$ cat src/tcs_pkg.sv
package tcs_pkg;
  // Time base.
  localparam int unsigned CLK_NS = 50;
  localparam int unsigned MS_NS = 1000000;
  localparam int unsigned CYC_PER_MS_DEF = (MS_NS + CLK_NS - 1) / CLK_NS;
  localparam int unsigned MS_PER_S = 1000;
  localparam int unsigned EXT_STEP_MS = 10;
  // Sizes.
  localparam int NCMD = 4;
  localparam int NCMD_TONE = 2;
  localparam int VW = 16;
  localparam int NREL = 17;
  localparam int NSRC = 8;
  localparam int RPW = 4;
  localparam int NMASKW = 5;
  localparam int NCNT = 8;
  localparam int CW = 12;
  localparam int DW = 4;
  localparam int WSH = 2;
  // Register offsets.
  localparam logic [7:0] A_CTRL = 8'h00;
  localparam logic [7:0] A_VOTE = 8'h04;
  localparam logic [7:0] A_TIME = 8'h08;
  localparam logic [7:0] A_LONG = 8'h0C;
  localparam logic [7:0] A_TONE = 8'h10;
  localparam logic [7:0] A_IDENT = 8'h14;
  localparam logic [7:0] A_STAT = 8'h18;
  localparam logic [7:0] A_CCLR = 8'h1C;
  localparam logic [7:0] A_CNT = 8'h20;
  localparam logic [7:0] A_MASK = 8'h30;
  localparam logic [7:0] A_RCFG = 8'h44;
  localparam logic [7:0] A_RELAY = 8'h48;
  // Write masks and reset values.
  localparam logic [31:0] CTRL_WM = 32'h0000_03FF;
  localparam logic [31:0] VOTE_WM = 32'h0000_1F1F;
  localparam logic [31:0] VOTE_RST = 32'h0000_0804;
  localparam logic [31:0] TIME_WM = 32'h007F_7F7F;
  localparam logic [31:0] LONG_WM = 32'h0000_FFFF;
  localparam logic [31:0] TONE_WM = 32'hFF7F_7F7F;
  localparam logic [31:0] IDENT_WM = 32'h00FF_FFFF;
  localparam logic [31:0] RCFG_WM = 32'hFF01_FFFF;
  localparam logic [13:0] PIN_RST = 14'h0F00;
  localparam logic [6:0] SAT7 = 7'h7F;
  localparam logic [7:0] SAT8 = 8'hFF;
  localparam logic [10:0] SAT11 = 11'h7FF;
  localparam logic [7:0] VER_SUFFIX = 8'h99;
  localparam logic [7:0] THR_FULL = 8'hFF;
  localparam logic [7:0] KNOWN_OPS = 8'h10;
  // Modes and states.
  typedef enum logic [1:0] {DIG_CONTRA = 2'h0, DIG_SLAVE_CO = 2'h1, DIG_MASTER_CO = 2'h2,
    DIG_LOOP = 2'h3} tcs_dig_mode_t;
  typedef enum logic [1:0] {TONE_NORMAL = 2'h0, TONE_ALOOP = 2'h1, TONE_DLOOP = 2'h2,
    TONE_SPARE = 2'h3} tcs_tone_mode_t;
  typedef enum logic [2:0] {ST_IDLE = 3'b001, ST_ACTIVE = 3'b010,
    ST_HOLD = 3'b100} tcs_state_t;
  // Register layouts.
  typedef struct packed {logic [21:0] rsv; logic dual; logic hyst; logic alone; logic itg;
    logic id_en; tcs_tone_mode_t tmode; tcs_dig_mode_t dig; logic tone;} tcs_ctrl_t;
  typedef struct packed {logic [18:0] r1; logic [4:0] m; logic [2:0] r0;
    logic [4:0] n;} tcs_vote_t;
  typedef struct packed {logic [8:0] r2; logic [6:0] out_ext; logic r1; logic [6:0] in_ext;
    logic r0; logic [6:0] deb;} tcs_time_t;
  typedef struct packed {logic [15:0] rsv; logic [7:0] cut; logic [7:0] hold;} tcs_long_t;
  typedef struct packed {logic [7:0] corr; logic r2; logic [6:0] inh_ext; logic r1;
    logic [6:0] onset; logic r0; logic [6:0] qual;} tcs_tone_t;
  typedef struct packed {logic [7:0] rsv; logic [7:0] major; logic [15:0] code;} tcs_ident_t;
  typedef struct packed {logic [7:0] delay; logic [6:0] rsv; logic [16:0] latch;} tcs_rcfg_t;
  typedef struct packed {logic [7:0] major; logic [7:0] minor;} tcs_ver_t;
  typedef struct packed {tcs_ver_t adj; logic [1:0] rsv; logic cut; logic susp; logic inh;
    logic refused; logic vermm; logic idok; logic [3:0] fault; logic [3:0] trip;} tcs_stat_t;
  // Carriers.
  typedef struct packed {logic deep; logic eq; logic [3:0] fb_bn; logic [3:0] fb_a;
    logic [3:0] trip;} tcs_pin_t;
  typedef struct packed {logic sample; logic [1:0] trip;} tcs_tone_in_t;
  typedef struct packed {logic tone; tcs_dig_mode_t dig; tcs_tone_mode_t tmode;} tcs_link_t;
endpackage : tcs_pkg

$ cat src/tcs_top.sv
// The implementer's own choices: the register offsets and register access over APB.
`timescale 1ns/10ps
// Summary of operation
// - Trip input accepted after debounce time.
// - Each command carried on complementary paths.
// - Trip only when both paths agree.
// - Continuous self-test flags path failures.
// - Matching pass codes gate command operation.
// - Uninterpretable peer request reported, not executed.
// - Newer processor version becomes monitor major.99.
// - Major version mismatch only reported.
// - Digital command valid: N of M frames.
// - Tone command valid: N of M samples.
// - Discriminator threshold scales with N over M.
// - Tone output options and tone timers.
// - Tone inhibit and suspend on noise.
// - Eight three-digit trip counters.
// - Any alarm source routable to relays.
// - Relay on-delay, latching or self-resetting.
// - Per-command debounce and extend timers.
// - Shared cut-off and hold-off timers.
// - Four digital or two tone commands.
// - Digital link modes selectable.
// - Tone link modes selectable.
// - Trip blocked during inhibit extend.
module tcs_top #(
  parameter int unsigned CYC_PER_MS = tcs_pkg::CYC_PER_MS_DEF
) (
  // Clock and reset.
  input logic pclk,
  input logic presetn,
  // APB slave.
  input logic [7:0] paddr,
  input logic psel,
  input logic penable,
  input logic pwrite,
  input logic [31:0] pwdata,
  output logic [31:0] prdata,
  output logic pready,
  output logic pslverr,
  // Trip inputs and transmit commands.
  input logic [3:0] trip_in,
  output logic [3:0] tx_cmd,
  // Received link data.
  input logic rx_frame,
  input logic [3:0] rx_cmd,
  input tcs_pkg::tcs_tone_in_t tone_in,
  input logic snr_equal,
  input logic snr_deep,
  // Identity, version and peer requests.
  input logic [15:0] remote_code,
  input logic [7:0] remote_major,
  input tcs_pkg::tcs_ver_t proc_ver,
  input logic peer_req,
  input logic [7:0] peer_op,
  output logic req_exec,
  output tcs_pkg::tcs_ver_t proc_ver_adj,
  // Redundant trip outputs and their feedback.
  output logic [3:0] trip_a,
  output logic [3:0] trip_b_n,
  input logic [3:0] fb_a,
  input logic [3:0] fb_b_n,
  // Configuration outputs and alarm relays.
  output logic [7:0] disc_thr,
  output tcs_pkg::tcs_link_t link_cfg,
  output logic [16:0] relay
);
  import tcs_pkg::*;

  // Pick a window mask of the newest m samples.
  function automatic logic [VW-1:0] win_mask(input logic [4:0] m);
    logic [VW:0] t;
    t = (17'h00001 << m) - 17'h00001;
    return t[VW-1:0];
  endfunction : win_mask

  // Count ones in a vote history.
  function automatic logic [4:0] popcnt(input logic [VW-1:0] v);
    logic [4:0] c;
    c = 5'h00;
    for (int k = 0; k < VW; k++) begin
      c = c + 5'(v[k]);
    end
    return c;
  endfunction : popcnt

  // Increment a three-digit decimal count, wrapping after 999.
  function automatic logic [CW-1:0] bcd_inc(input logic [CW-1:0] v);
    logic [CW-1:0] r;
    logic cy;
    r = v;
    cy = 1'b1;
    for (int k = 0; k < CW / DW; k++) begin
      if (cy) begin
        if (r[k*DW +: DW] == 4'h9) begin
          r[k*DW +: DW] = 4'h0;
        end else begin
          r[k*DW +: DW] = r[k*DW +: DW] + 4'h1;
          cy = 1'b0;
        end
      end
    end
    return r;
  endfunction : bcd_inc

  // Byte address hits one word of a register block.
  function automatic logic in_blk(input logic [7:0] a, input logic [7:0] base, input int n);
    return (a >= base) && (a < 8'(base + 8'(n << WSH))) && (a[WSH-1:0] == 2'h0);
  endfunction : in_blk

  // Pin synchronisers; only the second stage is read.
  tcs_pin_t pin_raw;
  tcs_pin_t pin_s1_q;
  tcs_pin_t pin_q;
  assign pin_raw = '{deep: snr_deep, eq: snr_equal, fb_bn: fb_b_n, fb_a: fb_a, trip: trip_in};
  always_ff @(posedge pclk or negedge presetn) begin
    if (!presetn) begin
      pin_s1_q <= PIN_RST;
      pin_q <= PIN_RST;
    end else begin
      pin_s1_q <= pin_raw;
      pin_q <= pin_s1_q;
    end
  end

  // Millisecond and second ticks.
  logic [15:0] pre_q, pre_d;
  logic [9:0] msc_q, msc_d;
  logic tick_ms, tick_s;
  assign tick_ms = (pre_q == 16'(CYC_PER_MS - 1));
  assign tick_s = tick_ms && (msc_q == 10'(MS_PER_S - 1));
  always_comb begin
    pre_d = tick_ms ? 16'h0000 : pre_q + 16'h0001;
    msc_d = tick_s ? 10'h000 : (tick_ms ? msc_q + 10'h001 : msc_q);
  end
  always_ff @(posedge pclk or negedge presetn) begin
    if (!presetn) begin
      pre_q <= '0;
      msc_q <= '0;
    end else begin
      pre_q <= pre_d;
      msc_q <= msc_d;
    end
  end

  // Bus strobes; the slave answers in the first access cycle.
  logic wr;
  tcs_stat_t wstat;
  assign wr = psel && penable && pwrite && (paddr[WSH-1:0] == 2'h0);
  assign wstat = tcs_stat_t'(pwdata);
  assign pready = 1'b1;
  assign pslverr = psel && penable && !((paddr[WSH-1:0] == 2'h0) && (paddr <= A_RELAY));

  // Configuration registers written by software.
  tcs_ctrl_t ctrl_q, ctrl_d;
  tcs_vote_t vote_q, vote_d;
  tcs_time_t time_q, time_d;
  tcs_long_t long_q, long_d;
  tcs_tone_t tone_q, tone_d;
  tcs_ident_t ident_q, ident_d;
  tcs_rcfg_t rcfg_q, rcfg_d;
  logic [NMASKW-1:0][31:0] mask_q, mask_d;
  always_comb begin
    ctrl_d = ctrl_q;
    vote_d = vote_q;
    time_d = time_q;
    long_d = long_q;
    tone_d = tone_q;
    ident_d = ident_q;
    rcfg_d = rcfg_q;
    mask_d = mask_q;
    if (wr) begin
      if (paddr == A_CTRL) ctrl_d = tcs_ctrl_t'(pwdata & CTRL_WM);
      if (paddr == A_VOTE) vote_d = tcs_vote_t'(pwdata & VOTE_WM);
      if (paddr == A_TIME) time_d = tcs_time_t'(pwdata & TIME_WM);
      if (paddr == A_LONG) long_d = tcs_long_t'(pwdata & LONG_WM);
      if (paddr == A_TONE) tone_d = tcs_tone_t'(pwdata & TONE_WM);
      if (paddr == A_IDENT) ident_d = tcs_ident_t'(pwdata & IDENT_WM);
      if (paddr == A_RCFG) rcfg_d = tcs_rcfg_t'(pwdata & RCFG_WM);
      if (in_blk(paddr, A_MASK, NMASKW)) mask_d[3'(8'(paddr - A_MASK) >> WSH)] = pwdata;
    end
  end
  always_ff @(posedge pclk or negedge presetn) begin
    if (!presetn) begin
      ctrl_q <= '0;
      vote_q <= tcs_vote_t'(VOTE_RST);
      time_q <= '0;
      long_q <= '0;
      tone_q <= '0;
      ident_q <= '0;
      rcfg_q <= '0;
      mask_q <= '0;
    end else begin
      ctrl_q <= ctrl_d;
      vote_q <= vote_d;
      time_q <= time_d;
      long_q <= long_d;
      tone_q <= tone_d;
      ident_q <= ident_d;
      rcfg_q <= rcfg_d;
      mask_q <= mask_d;
    end
  end

  // Effective N and M, clamped to 1..M and 1..16.
  logic [4:0] m_eff, n_eff;
  logic [10:0] in_lim, out_lim;
  always_comb begin
    m_eff = (vote_q.m == 5'h00) ? 5'h01 : ((vote_q.m > 5'(VW)) ? 5'(VW) : vote_q.m);
    n_eff = (vote_q.n == 5'h00) ? 5'h01 : ((vote_q.n > m_eff) ? m_eff : vote_q.n);
    in_lim = 11'(time_q.in_ext * EXT_STEP_MS);
    out_lim = 11'(time_q.out_ext * EXT_STEP_MS);
  end

  // Noise inhibit; extend counter starts saturated so reset raises no inhibit.
  logic [6:0] onset_q, onset_d, iext_q, iext_d;
  logic inh_src, inhibit, suspend, id_ok, permit;
  logic [7:0] corr_q, corr_d;
  tcs_state_t st_q, st_d;
  assign inh_src = ctrl_q.tone && pin_q.eq && (onset_q >= tone_q.onset);
  assign inhibit = inh_src || (ctrl_q.tone && (iext_q < tone_q.inh_ext));
  assign suspend = ctrl_q.tone && pin_q.deep;
  assign id_ok = !ctrl_q.id_en || (remote_code == ident_q.code);
  assign permit = id_ok && !inhibit && !suspend && (st_q != ST_HOLD);
  always_comb begin
    onset_d = !pin_q.eq ? 7'h00 : ((tick_ms && onset_q != SAT7) ? onset_q + 7'h01 : onset_q);
    iext_d = inh_src ? 7'h00 : ((tick_ms && iext_q != SAT7) ? iext_q + 7'h01 : iext_q);
  end
  always_ff @(posedge pclk or negedge presetn) begin
    if (!presetn) begin
      onset_q <= '0;
      iext_q <= SAT7;
    end else begin
      onset_q <= onset_d;
      iext_q <= iext_d;
    end
  end

  // Per-command paths.
  logic strobe;
  logic [NCMD-1:0] smp, qual_ok, rxc, rx_ext, cmd, fault_q, tx_q, ta_q, tbn_q;
  logic corr_ok;
  assign strobe = ctrl_q.tone ? tone_in.sample : rx_frame;
  assign smp = ctrl_q.tone ? NCMD'(tone_in.trip) : rx_cmd;
  assign corr_ok = corr_q <= tone_q.corr;
  always_comb begin
    rxc = qual_ok;
    if (ctrl_q.tone) begin
      rxc = ctrl_q.dual ? NCMD'(&qual_ok[NCMD_TONE-1:0] & corr_ok) :
        NCMD'(qual_ok[NCMD_TONE-1:0]);
    end
  end
  assign cmd = rx_ext & {NCMD{permit}};
  assign tx_cmd = tx_q;
  assign trip_a = ta_q;
  assign trip_b_n = tbn_q;

  for (genvar i = 0; i < NCMD; i++) begin : g_cmd
    logic [VW-1:0] hist_q, hist_d;
    logic vote_q, vote_d, a_q, a_d, bn_q, bn_d, ta_d, tbn_d, f_d, tx_d, acc;
    logic [1:0] pa_q, pb_q;
    logic [6:0] qc_q, qc_d, dc_q, dc_d;
    logic [10:0] oc_q, oc_d, ic_q, ic_d;
    // Voting, qualifying, extend and debounce counters, then the two paths.
    always_comb begin
      logic [4:0] cnt;
      cnt = popcnt((strobe ? {hist_q[VW-2:0], smp[i]} : hist_q) & win_mask(m_eff));
      hist_d = hist_q;
      vote_d = vote_q;
      if (suspend) begin
        hist_d = '0;
        vote_d = 1'b0;
      end else if (strobe) begin
        hist_d = {hist_q[VW-2:0], smp[i] && !(inhibit && ctrl_q.itg)};
        cnt = popcnt(hist_d & win_mask(m_eff));
        vote_d = (cnt >= n_eff) || (ctrl_q.tone && ctrl_q.hyst && vote_q &&
          (n_eff > 5'h01) && (cnt >= n_eff - 5'h01));
      end
      if (ctrl_q.tone && ctrl_q.alone && inhibit) vote_d = vote_q;
      qc_d = !vote_q ? 7'h00 : ((tick_ms && qc_q != SAT7) ? qc_q + 7'h01 : qc_q);
      oc_d = rxc[i] ? 11'h000 : ((tick_ms && oc_q != SAT11) ? oc_q + 11'h001 : oc_q);
      dc_d = !pin_q.trip[i] ? 7'h00 : ((tick_ms && dc_q != SAT7) ? dc_q + 7'h01 : dc_q);
      acc = pin_q.trip[i] && (dc_q >= time_q.deb);
      ic_d = acc ? 11'h000 : ((tick_ms && ic_q != SAT11) ? ic_q + 11'h001 : ic_q);
      tx_d = (acc || (ic_q < in_lim)) && (!ctrl_q.tone || (i < NCMD_TONE));
      a_d = cmd[i];
      bn_d = !cmd[i];
      ta_d = a_q && !bn_q && !fault_q[i];
      tbn_d = bn_q || !a_q || fault_q[i];
      f_d = (fault_q[i] && !(wr && paddr == A_STAT && wstat.fault[i])) ||
        (a_q == bn_q) || (pin_q.fb_a[i] != pa_q[1]) || (pin_q.fb_bn[i] != pb_q[1]);
    end
    assign qual_ok[i] = vote_q && (!ctrl_q.tone || (qc_q >= tone_q.qual));
    assign rx_ext[i] = rxc[i] || (oc_q < out_lim);
    always_ff @(posedge pclk or negedge presetn) begin
      if (!presetn) begin
        hist_q <= '0;
        vote_q <= 1'b0;
        qc_q <= '0;
        oc_q <= SAT11;
        dc_q <= '0;
        ic_q <= SAT11;
        tx_q[i] <= 1'b0;
        a_q <= 1'b0;
        bn_q <= 1'b1;
        ta_q[i] <= 1'b0;
        tbn_q[i] <= 1'b1;
        pa_q <= 2'b00;
        pb_q <= 2'b11;
        fault_q[i] <= 1'b0;
      end else begin
        hist_q <= hist_d;
        vote_q <= vote_d;
        qc_q <= qc_d;
        oc_q <= oc_d;
        dc_q <= dc_d;
        ic_q <= ic_d;
        tx_q[i] <= tx_d;
        a_q <= a_d;
        bn_q <= bn_d;
        ta_q[i] <= ta_d;
        tbn_q[i] <= tbn_d;
        pa_q <= {pa_q[0], ta_q[i]};
        pb_q <= {pb_q[0], tbn_q[i]};
        fault_q[i] <= f_d;
      end
    end
  end

  // Correlation window and the shared cut-off / hold-off sequencer.
  logic [7:0] sec_q, sec_d;
  always_comb begin
    corr_d = corr_q;
    if (!(|qual_ok[NCMD_TONE-1:0])) corr_d = 8'h00;
    else if (!(&qual_ok[NCMD_TONE-1:0]) && tick_ms && corr_q != SAT8) corr_d = corr_q + 8'h01;
    st_d = st_q;
    sec_d = (tick_s && sec_q != SAT8) ? sec_q + 8'h01 : sec_q;
    unique case (st_q)
      ST_IDLE: begin
        sec_d = 8'h00;
        if (|rx_ext) st_d = ST_ACTIVE;
      end
      ST_ACTIVE: begin
        if (!(|rx_ext)) begin
          st_d = ST_IDLE;
        end else if ((long_q.cut != 8'h00) && (sec_q >= long_q.cut)) begin
          st_d = ST_HOLD;
          sec_d = 8'h00;
        end
      end
      ST_HOLD: begin
        if ((sec_q >= long_q.hold) && !(|rx_ext)) st_d = ST_IDLE;
      end
      default: st_d = ST_IDLE;
    endcase
  end
  always_ff @(posedge pclk or negedge presetn) begin
    if (!presetn) begin
      corr_q <= '0;
      st_q <= ST_IDLE;
      sec_q <= '0;
    end else begin
      corr_q <= corr_d;
      st_q <= st_d;
      sec_q <= sec_d;
    end
  end

  // Trip counters: sent on commands 0..3, received on 4..7.
  logic [NCNT-1:0][CW-1:0] cnt_q, cnt_d;
  logic [NCMD-1:0] txp_q, tap_q;
  always_comb begin
    cnt_d = (wr && paddr == A_CCLR) ? '0 : cnt_q;
    for (int k = 0; k < NCMD; k++) begin
      if (tx_q[k] && !txp_q[k]) cnt_d[k] = bcd_inc(cnt_d[k]);
      if (ta_q[k] && !tap_q[k]) cnt_d[NCMD+k] = bcd_inc(cnt_d[NCMD+k]);
    end
  end
  always_ff @(posedge pclk or negedge presetn) begin
    if (!presetn) begin
      cnt_q <= '0;
      txp_q <= '0;
      tap_q <= '0;
    end else begin
      cnt_q <= cnt_d;
      txp_q <= tx_q;
      tap_q <= ta_q;
    end
  end

  // Versions, peer requests and discriminator threshold.
  logic refused_q, refused_d, exec_q, exec_d, vermm;
  tcs_ver_t adj_q, adj_d;
  logic [7:0] thr_q, thr_d;
  assign vermm = remote_major != ident_q.major;
  always_comb begin
    adj_d = (proc_ver.major > ident_q.major) ?
      tcs_ver_t'{major: ident_q.major, minor: VER_SUFFIX} : proc_ver;
    refused_d = (refused_q && !(wr && paddr == A_STAT && wstat.refused)) ||
      (peer_req && (peer_op >= KNOWN_OPS));
    exec_d = peer_req && (peer_op < KNOWN_OPS) && id_ok;
    thr_d = 8'((13'(n_eff) * 13'(THR_FULL)) / 13'(m_eff));
  end
  always_ff @(posedge pclk or negedge presetn) begin
    if (!presetn) begin
      adj_q <= '0;
      refused_q <= 1'b0;
      exec_q <= 1'b0;
      thr_q <= '0;
    end else begin
      adj_q <= adj_d;
      refused_q <= refused_d;
      exec_q <= exec_d;
      thr_q <= thr_d;
    end
  end
  assign proc_ver_adj = adj_q;
  assign req_exec = exec_q;
  assign disc_thr = thr_q;
  assign link_cfg = '{tone: ctrl_q.tone, dig: ctrl_q.dig, tmode: ctrl_q.tmode};

  // Alarm relays: routed sources, on-delay and optional latch.
  logic [NSRC-1:0] src;
  logic [NREL-1:0] rel_q;
  assign src = {|ta_q, st_q == ST_HOLD, suspend, inhibit, refused_q, vermm, !id_ok, |fault_q};
  assign relay = rel_q;
  for (genvar r = 0; r < NREL; r++) begin : g_rel
    logic [7:0] dly_q, dly_d;
    logic raw, rel_d;
    always_comb begin
      raw = |(src & mask_q[r / RPW][(r % RPW) * NSRC +: NSRC]);
      dly_d = !raw ? 8'h00 : ((tick_ms && dly_q != SAT8) ? dly_q + 8'h01 : dly_q);
      rel_d = (raw && (dly_q >= rcfg_q.delay)) ||
        (rel_q[r] && rcfg_q.latch[r] && !(wr && paddr == A_RELAY && pwdata[r]));
    end
    always_ff @(posedge pclk or negedge presetn) begin
      if (!presetn) begin
        dly_q <= '0;
        rel_q[r] <= 1'b0;
      end else begin
        dly_q <= dly_d;
        rel_q[r] <= rel_d;
      end
    end
  end

  // Read data, captured in the setup cycle.
  logic [31:0] rd_q, rd_d;
  logic [1:0] ci;
  tcs_stat_t st_w;
  assign prdata = rd_q;
  assign ci = 2'(8'(paddr - A_CNT) >> WSH);
  always_comb begin
    st_w = '{adj: adj_q, rsv: 2'b00, cut: st_q == ST_HOLD, susp: suspend, inh: inhibit,
      refused: refused_q, vermm: vermm, idok: id_ok, fault: fault_q, trip: ta_q};
    rd_d = rd_q;
    if (psel && !penable) begin
      rd_d = 32'h0000_0000;
      if (paddr == A_CTRL) rd_d = ctrl_q;
      if (paddr == A_VOTE) rd_d = vote_q;
      if (paddr == A_TIME) rd_d = time_q;
      if (paddr == A_LONG) rd_d = long_q;
      if (paddr == A_TONE) rd_d = tone_q;
      if (paddr == A_IDENT) rd_d = ident_q;
      if (paddr == A_STAT) rd_d = st_w;
      if (paddr == A_CCLR) rd_d = 32'(thr_q);
      if (in_blk(paddr, A_CNT, NCNT / 2)) rd_d = {4'h0, cnt_q[2*ci+1], 4'h0, cnt_q[2*ci]};
      if (in_blk(paddr, A_MASK, NMASKW)) rd_d = mask_q[3'(8'(paddr - A_MASK) >> WSH)];
      if (paddr == A_RCFG) rd_d = rcfg_q;
      if (paddr == A_RELAY) rd_d = 32'(rel_q);
    end
  end
  always_ff @(posedge pclk or negedge presetn) begin
    if (!presetn) begin
      rd_q <= '0;
    end else begin
      rd_q <= rd_d;
    end
  end
endmodule : tcs_top

$ cat config.mk
export PLATFORM = sky130hd
export DESIGN_NAME = tcs_top
export DESIGN_NICKNAME = d
export VERILOG_FILES = /design/src/tcs_pkg.sv /design/src/tcs_top.sv
export SDC_FILE = /design/constraint.sdc
export NUM_CORES = 2
export LEC_CHECK = 0
export ABC_AREA = 1
export BUFFER_PORTS_ARGS = -buffer_cell sky130_fd_sc_hd__buf_4
export CORE_ASPECT_RATIO = 1.4
export CORE_MARGIN = 10
export CORE_UTILIZATION = 58
export CTS_CLUSTER_DIAMETER = 150
export CTS_CLUSTER_SIZE = 20
export DETAILED_ROUTE_END_ITERATION = 12
export PLACE_DENSITY = 0.85
export SLEW_MARGIN = 20
export SYNTH_ARGS = -nofsm -noshare
export SYNTH_HDL_FRONTEND = slang
export SYNTH_SLANG_ARGS = --single-unit
$ cat constraint.sdc
create_clock -name pclk -period 30.4 [get_ports pclk]
set_clock_uncertainty 0.05 [all_clocks]
set_input_delay 6.08 -clock pclk [delete_from_list [all_inputs] [get_ports pclk]]
set_output_delay 6.08 -clock pclk [all_outputs]
set_load 0.03 [all_outputs]
---- Word level (Yosys, flattened, before mapping) ----
Index checks and enable logic that the tools add are counted.
word-level totals
  bits in registers ....................... 945
  latch bits .............................. 0
  bits in writable memories ............... 0
  ROM bits ................................ 0
  input bits .............................. 116
  output and inout port bits .............. 93
  logic and storage cells ................. 1057
  memories kept ........................... 0
operators by class
  add/subtract/negate cells ............... 128
  multiply operators ...................... 3
  div/mod/pow operators ................... 1
  order comparisons ....................... 61
  equality and inequality tests ........... 120
  shift operators ......................... 1
  mux-type cells .......................... 219
  bitwise gates (word level) .............. 24
  reductions and logical operators ........ 349
operators with widths
  kind                   number
  $mux 32                13
  $mux 8                 39
  $add 5x1->5            44
  $logic_and 1x1->1      189
  $mux 11                16
  $mux 4                 42
  $bwmux 160             1
  $add 8x1->8 const B    19
  $ge 8x8->1             19
  $ne 8x8->1 const B     19
  $mux 7                 20
  $and 8x8->8            17
  $reduce_or 8->1        17
  $mux 12                10
  $mux 15                8
  $add 4x1->4 const B    24
  $bmux 32 s3            1
  $demux 32 s3           1
  $eq 4x4->1 const B     24
  $mux 96                1
  $add 11x1->11 const B  8
  $lt 11x11->1           8
  $ne 11x11->1 const B   8
  $add 7x1->7 const B    10
  74 further kinds       348

---- Logic depth before layout (Yosys ltp) ----
  depth in word-level cells ............... 27
  mapped depth ............................ 165
  mapped depth without buffers ............ 163

---- Worst setup path before layout ----
Ideal clock, no wire load.
  path type ............................... reg-to-reg
  start point ............................. reg vote_q[10] (netlist bit)
  end point ............................... reg thr_q[0], in the netlist disc_thr[0]
  library setup time ...................... 0.125 ns
  arrival ................................. 22.243 ns
  data required time ...................... 30.225 ns
  path slack .............................. 7.982 ns
  cell stages (with the launch flop) ...... 160
  buffers on the path ..................... 2
  clock period less this slack ............ 22.418 ns
  cell sequence ........................... dfrtp_1 > buf_4 > nor2_4 > nand3_1 > a21oi_1 > inv_1 > ha_1 > nand2_1 > nor2_1 > nand2_1 > o211ai_1 > nand2_1 > inv_1 > nor2_1 > nor3_1 > inv_1 > fa_1 > inv_1 > [124 not listed] > inv_1 > nand3_2 > nor2_4 > nand4_4 > nor2_8 > nand2_1 > o21ai_1 > ha_1 > a21oi_1 > o21ai_0 > nand3_1 > o311ai_0 > nor2_1 > nand2_1 > nor2_1 > nand3_1 > nor2_1 > nand3_1
on the way
  word-level cells in the longest chain between the ends .. 8
RTL lines
  element                   RTL line        source
  start: declaration        tcs_top.sv:156  tcs_vote_t vote_q, vote_d;
  start signal: assignment  tcs_top.sv:186  vote_q <= tcs_vote_t'(VOTE_RST);
  start signal: assignment  tcs_top.sv:195  vote_q <= vote_d;
  $gt 5x5->1                tcs_top.sv:209  m_eff = (vote_q.m == 5'h00) ? 5'h01 : ((vote_q.m > 5'(VW)) ? 5'(VW) : vote_q.m);
  $mux 5                    tcs_top.sv:209
  $mux 5 *                  tcs_top.sv:209
  $gt 5x5->1                tcs_top.sv:210  n_eff = (vote_q.n == 5'h00) ? 5'h01 : ((vote_q.n > m_eff) ? m_eff : vote_q.n);
  $mux 5 (2 in a row)       tcs_top.sv:210
  $mul 5x8->13              tcs_top.sv:402  thr_d = 8'((13'(n_eff) * 13'(THR_FULL)) / 13'(m_eff));
  $div 13x5->13 *           tcs_top.sv:402
  via thr_d[0]              tcs_top.sv:394  logic [7:0] thr_q, thr_d;
  end signal: assignment    tcs_top.sv:414  thr_q <= thr_d;
  end: declaration          tcs_top.sv:394
Mark *: on every way through the listed nets, which the timed path passes. The rest lies on a longest branch.
A chain may end at the register's enable or synchronous reset.

---- Worst setup path after layout ----
  start point ............................. reg vote_q[12] (netlist bit)
  end point ............................... reg thr_q[0], in the netlist disc_thr[0]
The elaborated chain is that of the path after synthesis.

==> qor.yml <==
clock_network:
  insertion_delay_ns: 0.65
  cts_hold_buffers: 0
  cts_buffer_depth: 3
  clk_pin_slew_ns: 0.09
  tritoncts: "built"
  post_cts_buffers: 0
  ctsResizeCount: 0
  h-tree-depth: 2
  cts_sinks: 927
  cts_made_buffers: 52
  root_buffer: "clkbuf_16"
drt:
  dr.max_layer_used: "met5"
  dr.pass1.iters: 10
  met2_length_mm: 78.9
  vias: 51105
  drc: 0
  drt-total-wl_mm: 170
  via_per_inst: 6.02
  wl_met3_mm: 16.9
  antenna_left: 0
  wl_met1_mm: 61.7
  drtIter0Drc: 4920
  wl_per_cell_um: 20.0
synthesis:
  seq_area_frac_synth_pct: 40.9
  ys_types: 78
  synth_top_family_by_area: "simple AND/OR/NAND/NOR gates"
  synth_xor_area_share_pct: 1.86
  yosysWarnings: 0
  synth_area_um2: 57100
  avgSynthCellArea_um2: 8.15
  synth_fa_ha_area_share_pct: 13.0
  synth_edf_count: 0
  postSynthCellCount: 7010
  synth-simple-area-share_pct: 18.0
  synth_ff_type: "dfrtp_1"
  synthArstFlopShare_pct: 100
  synth_compound_area_share_pct: 17.7
  synth_mux_area_share_pct: 0.0526
  synth.ff_latch_count: 927
sta:
  fin_crit_sh_pct: 86.5
  worst_slew_pin_slew_ns: 1.17
  setup_tns_ns: 0
  rsz0062_at_grt: "no"
  slew_headroom_pct: 21.9
  slew_violations: 0
  period_needed_ns: 26.28
  clock.fmax_mhz: 38.0
  timing.final.hold_violations: 0
  setup_viol: 0
critical_path:
  cp-start-kind: "register"
  critPathMaxStageDelay_ns: 0.80
  path_class: "register to register"
  crit_buf_inv: 25
  cp_top_family: "compound AO/OA/AOI/OAI gates"
  cp.arrival_ns: 26.81
  crit_top_cell: "nand2_1"
  crit_required_ns: 30.93
  cp_max_fo: 15
  end_kind: "register"
  slowest_stage: "o211ai_1"
die:
  rows: 136
  die_x_um: 285
  fp.dieH_um: 391
  core_area_um2: 98000
  ioPinCount: 209
  start_util_pct: 58.3
  die-area_um2: 112000
final_layout:
  multi_input_area_um2: 29000
  register_area_um2: 23300
  final_layout_size_suffix_gt1_share_pct: 7.56
  fillers: 8216
  area.growth.synth_to_final_pct: 7.96
  antennaDiodeCount: 0
  final_net_count: 7833
global_routing:
  grt_usage_pct: 29.7
  grt_pass1_wl_mm: 266
  grt_pass1_vias: 50052
  grt_max_degree: 196
  gr-total-overflow: 0
  antenna_found_initial: 4
place:
  hpwl_mm: 126
  io_buffers: 203
  place.gp.congestion: 0.980
hold_path:
  hp-class: "register to register"
job:
  drv_cap: 0
status:
  status: "finished, final reports clean"
[layout by cell type (no fill, tap or decap), types with 18 or more instances in the layout]
master	instances
buf_4	259
nand3_1	241
o21bai_1	36
a21boi_0	18
a21oi_1	415
a31oi_1	26
clkbuf_16	53
clkbuf_1	31
a22oi_1	38
o2111ai_1	19
nor3_1	159
dfstp_2	122
o22ai_1	130
fa_1	53
ha_1	510
dfrtp_1	805
inv_1	1081
xnor2_1	39
nor2_1	508
o21ai_0	656
nand4_1	73
nor4_1	28
a221oi_1	40
o221ai_1	19
nand2_1	1302
xor2_1	82
o41ai_1	21
o21a_1	127
o211ai_1	31
[stage by stage]
stage | worst slack [ns] | cells | instance area, µm² | util [%] | hold WS (ns)
floorplan | 7.98 | 7011 | 57100 | - | 0.281
global placement | 5.13 | 8408 | 60100 | 61.3 | 0.287
detailed placement | 4.30 | 8408 | 60100 | 61.3 | 0.287
CTS | 4.21 | 8493 | 61600 | 62.8 | 0.308
global route | 1.82 | 8496 | 61700 | 62.9 | 0.315
finish | 4.12 | 8496 | 61700 | 62.9 | 0.306
[final timing paths]
check / end / startpoint / slack [ns] / cells past startpoint
setup / recovery: disc_thr[0] / vote_q[12] / 4.12 / 152
hold / removal: pin_q[3] / pin_s1_q[3] / 0.31 / 0
setup reg to reg: disc_thr[0] / vote_q[12] / 4.12 / 152
hold reg to reg: pin_q[3] / pin_s1_q[3] / 0.31 / 0
max in group asynchronous: g_cmd[2].hist_q[5] / presetn / 21.43 / 4
min in group asynchronous: cnt_q[20] / presetn / 5.42 / 1
[per-layer routing]
metal / global-route usage, % / vias to the layer above
li1: - / 23682
met1: 34.4 / 24343
met2: 49.1 / 2454
met3: 6.92 / 618
met4: 19.4 / 8
met5: 0 / -
[Yosys cell counts (all sizes together), types with 14 or more instances]
cell	number	share of area, %
a22oi	38	0.50
o221ai	19	0.29
or2	15	0.16
o22ai	130	1.4
a21oi	419	3.7
o21a	127	1.7
clkbuf	162	1.1
nor4	34	0.37
a221oi	40	0.61
buf	14	0.15
nor3	159	1.4
nand3	252	2.3
fa	53	1.9
xnor2	39	0.60
o21ai	668	5.9
a21boi	18	0.24
o211ai	31	0.41
dfstp	122	5.6
nand2	1326	8.9
ha	510	11
nand4	76	0.90
a32o	16	0.28
xor2	82	1.3
o21bai	37	0.49
a211oi	17	0.23
o41ai	21	0.32
a31oi	26	0.28
inv	1094	7.2
a21o	16	0.21
nor2	527	3.7
o2111ai	19	0.29
o31ai	16	0.21
dfrtp	805	35
[kinds of logic (layout without fill, tap and decap cells)]
family / count (synthesis) / in the layout
AOI/OAI and AO/OA: 1698 / 1698
xor gates and xnor gates: 121 / 121
adders and majority gates: 563 / 563
buffers and inverters: 1283 / 1457
DFF: 927 / 927
muxes: 3 / 3
other: 1 / 2
and+or+nand+nor: 2414 / 2414
[state kept, by name, summed over array words and instances, names as in the netlist, 16 cells and up]
| register | flops |
|---|---|
| g_cmd.oc_q | 44 |
| g_cmd.hist_q | 60 |
| cnt_q | 96 |
| g_cmd.dc_q | 28 |
| g_rel.dly_q | 136 |
| g_cmd.ic_q | 44 |
| mask_q | 160 |
| long_q | 16 |
| rcfg_q | 25 |
| prdata | 32 |
| tone_q | 29 |
| relay | 17 |
| pre_q | 16 |
| time_q | 21 |
| ident_q | 24 |
| proc_ver_adj | 16 |
[final cells by class]
type	count	share of cell area [%]
clock buffers	84	2.34
clock inverters	1	0.0264
inverters	1107	6.74
multi-input cells	4801	47.0
flip-flops and latches	927	37.9
well taps	1311	2.66
repair buffers	265	3.35
Power is not shown: default switching activity piles up to over one toggle a cycle in this logic, so the estimate is an artifact.
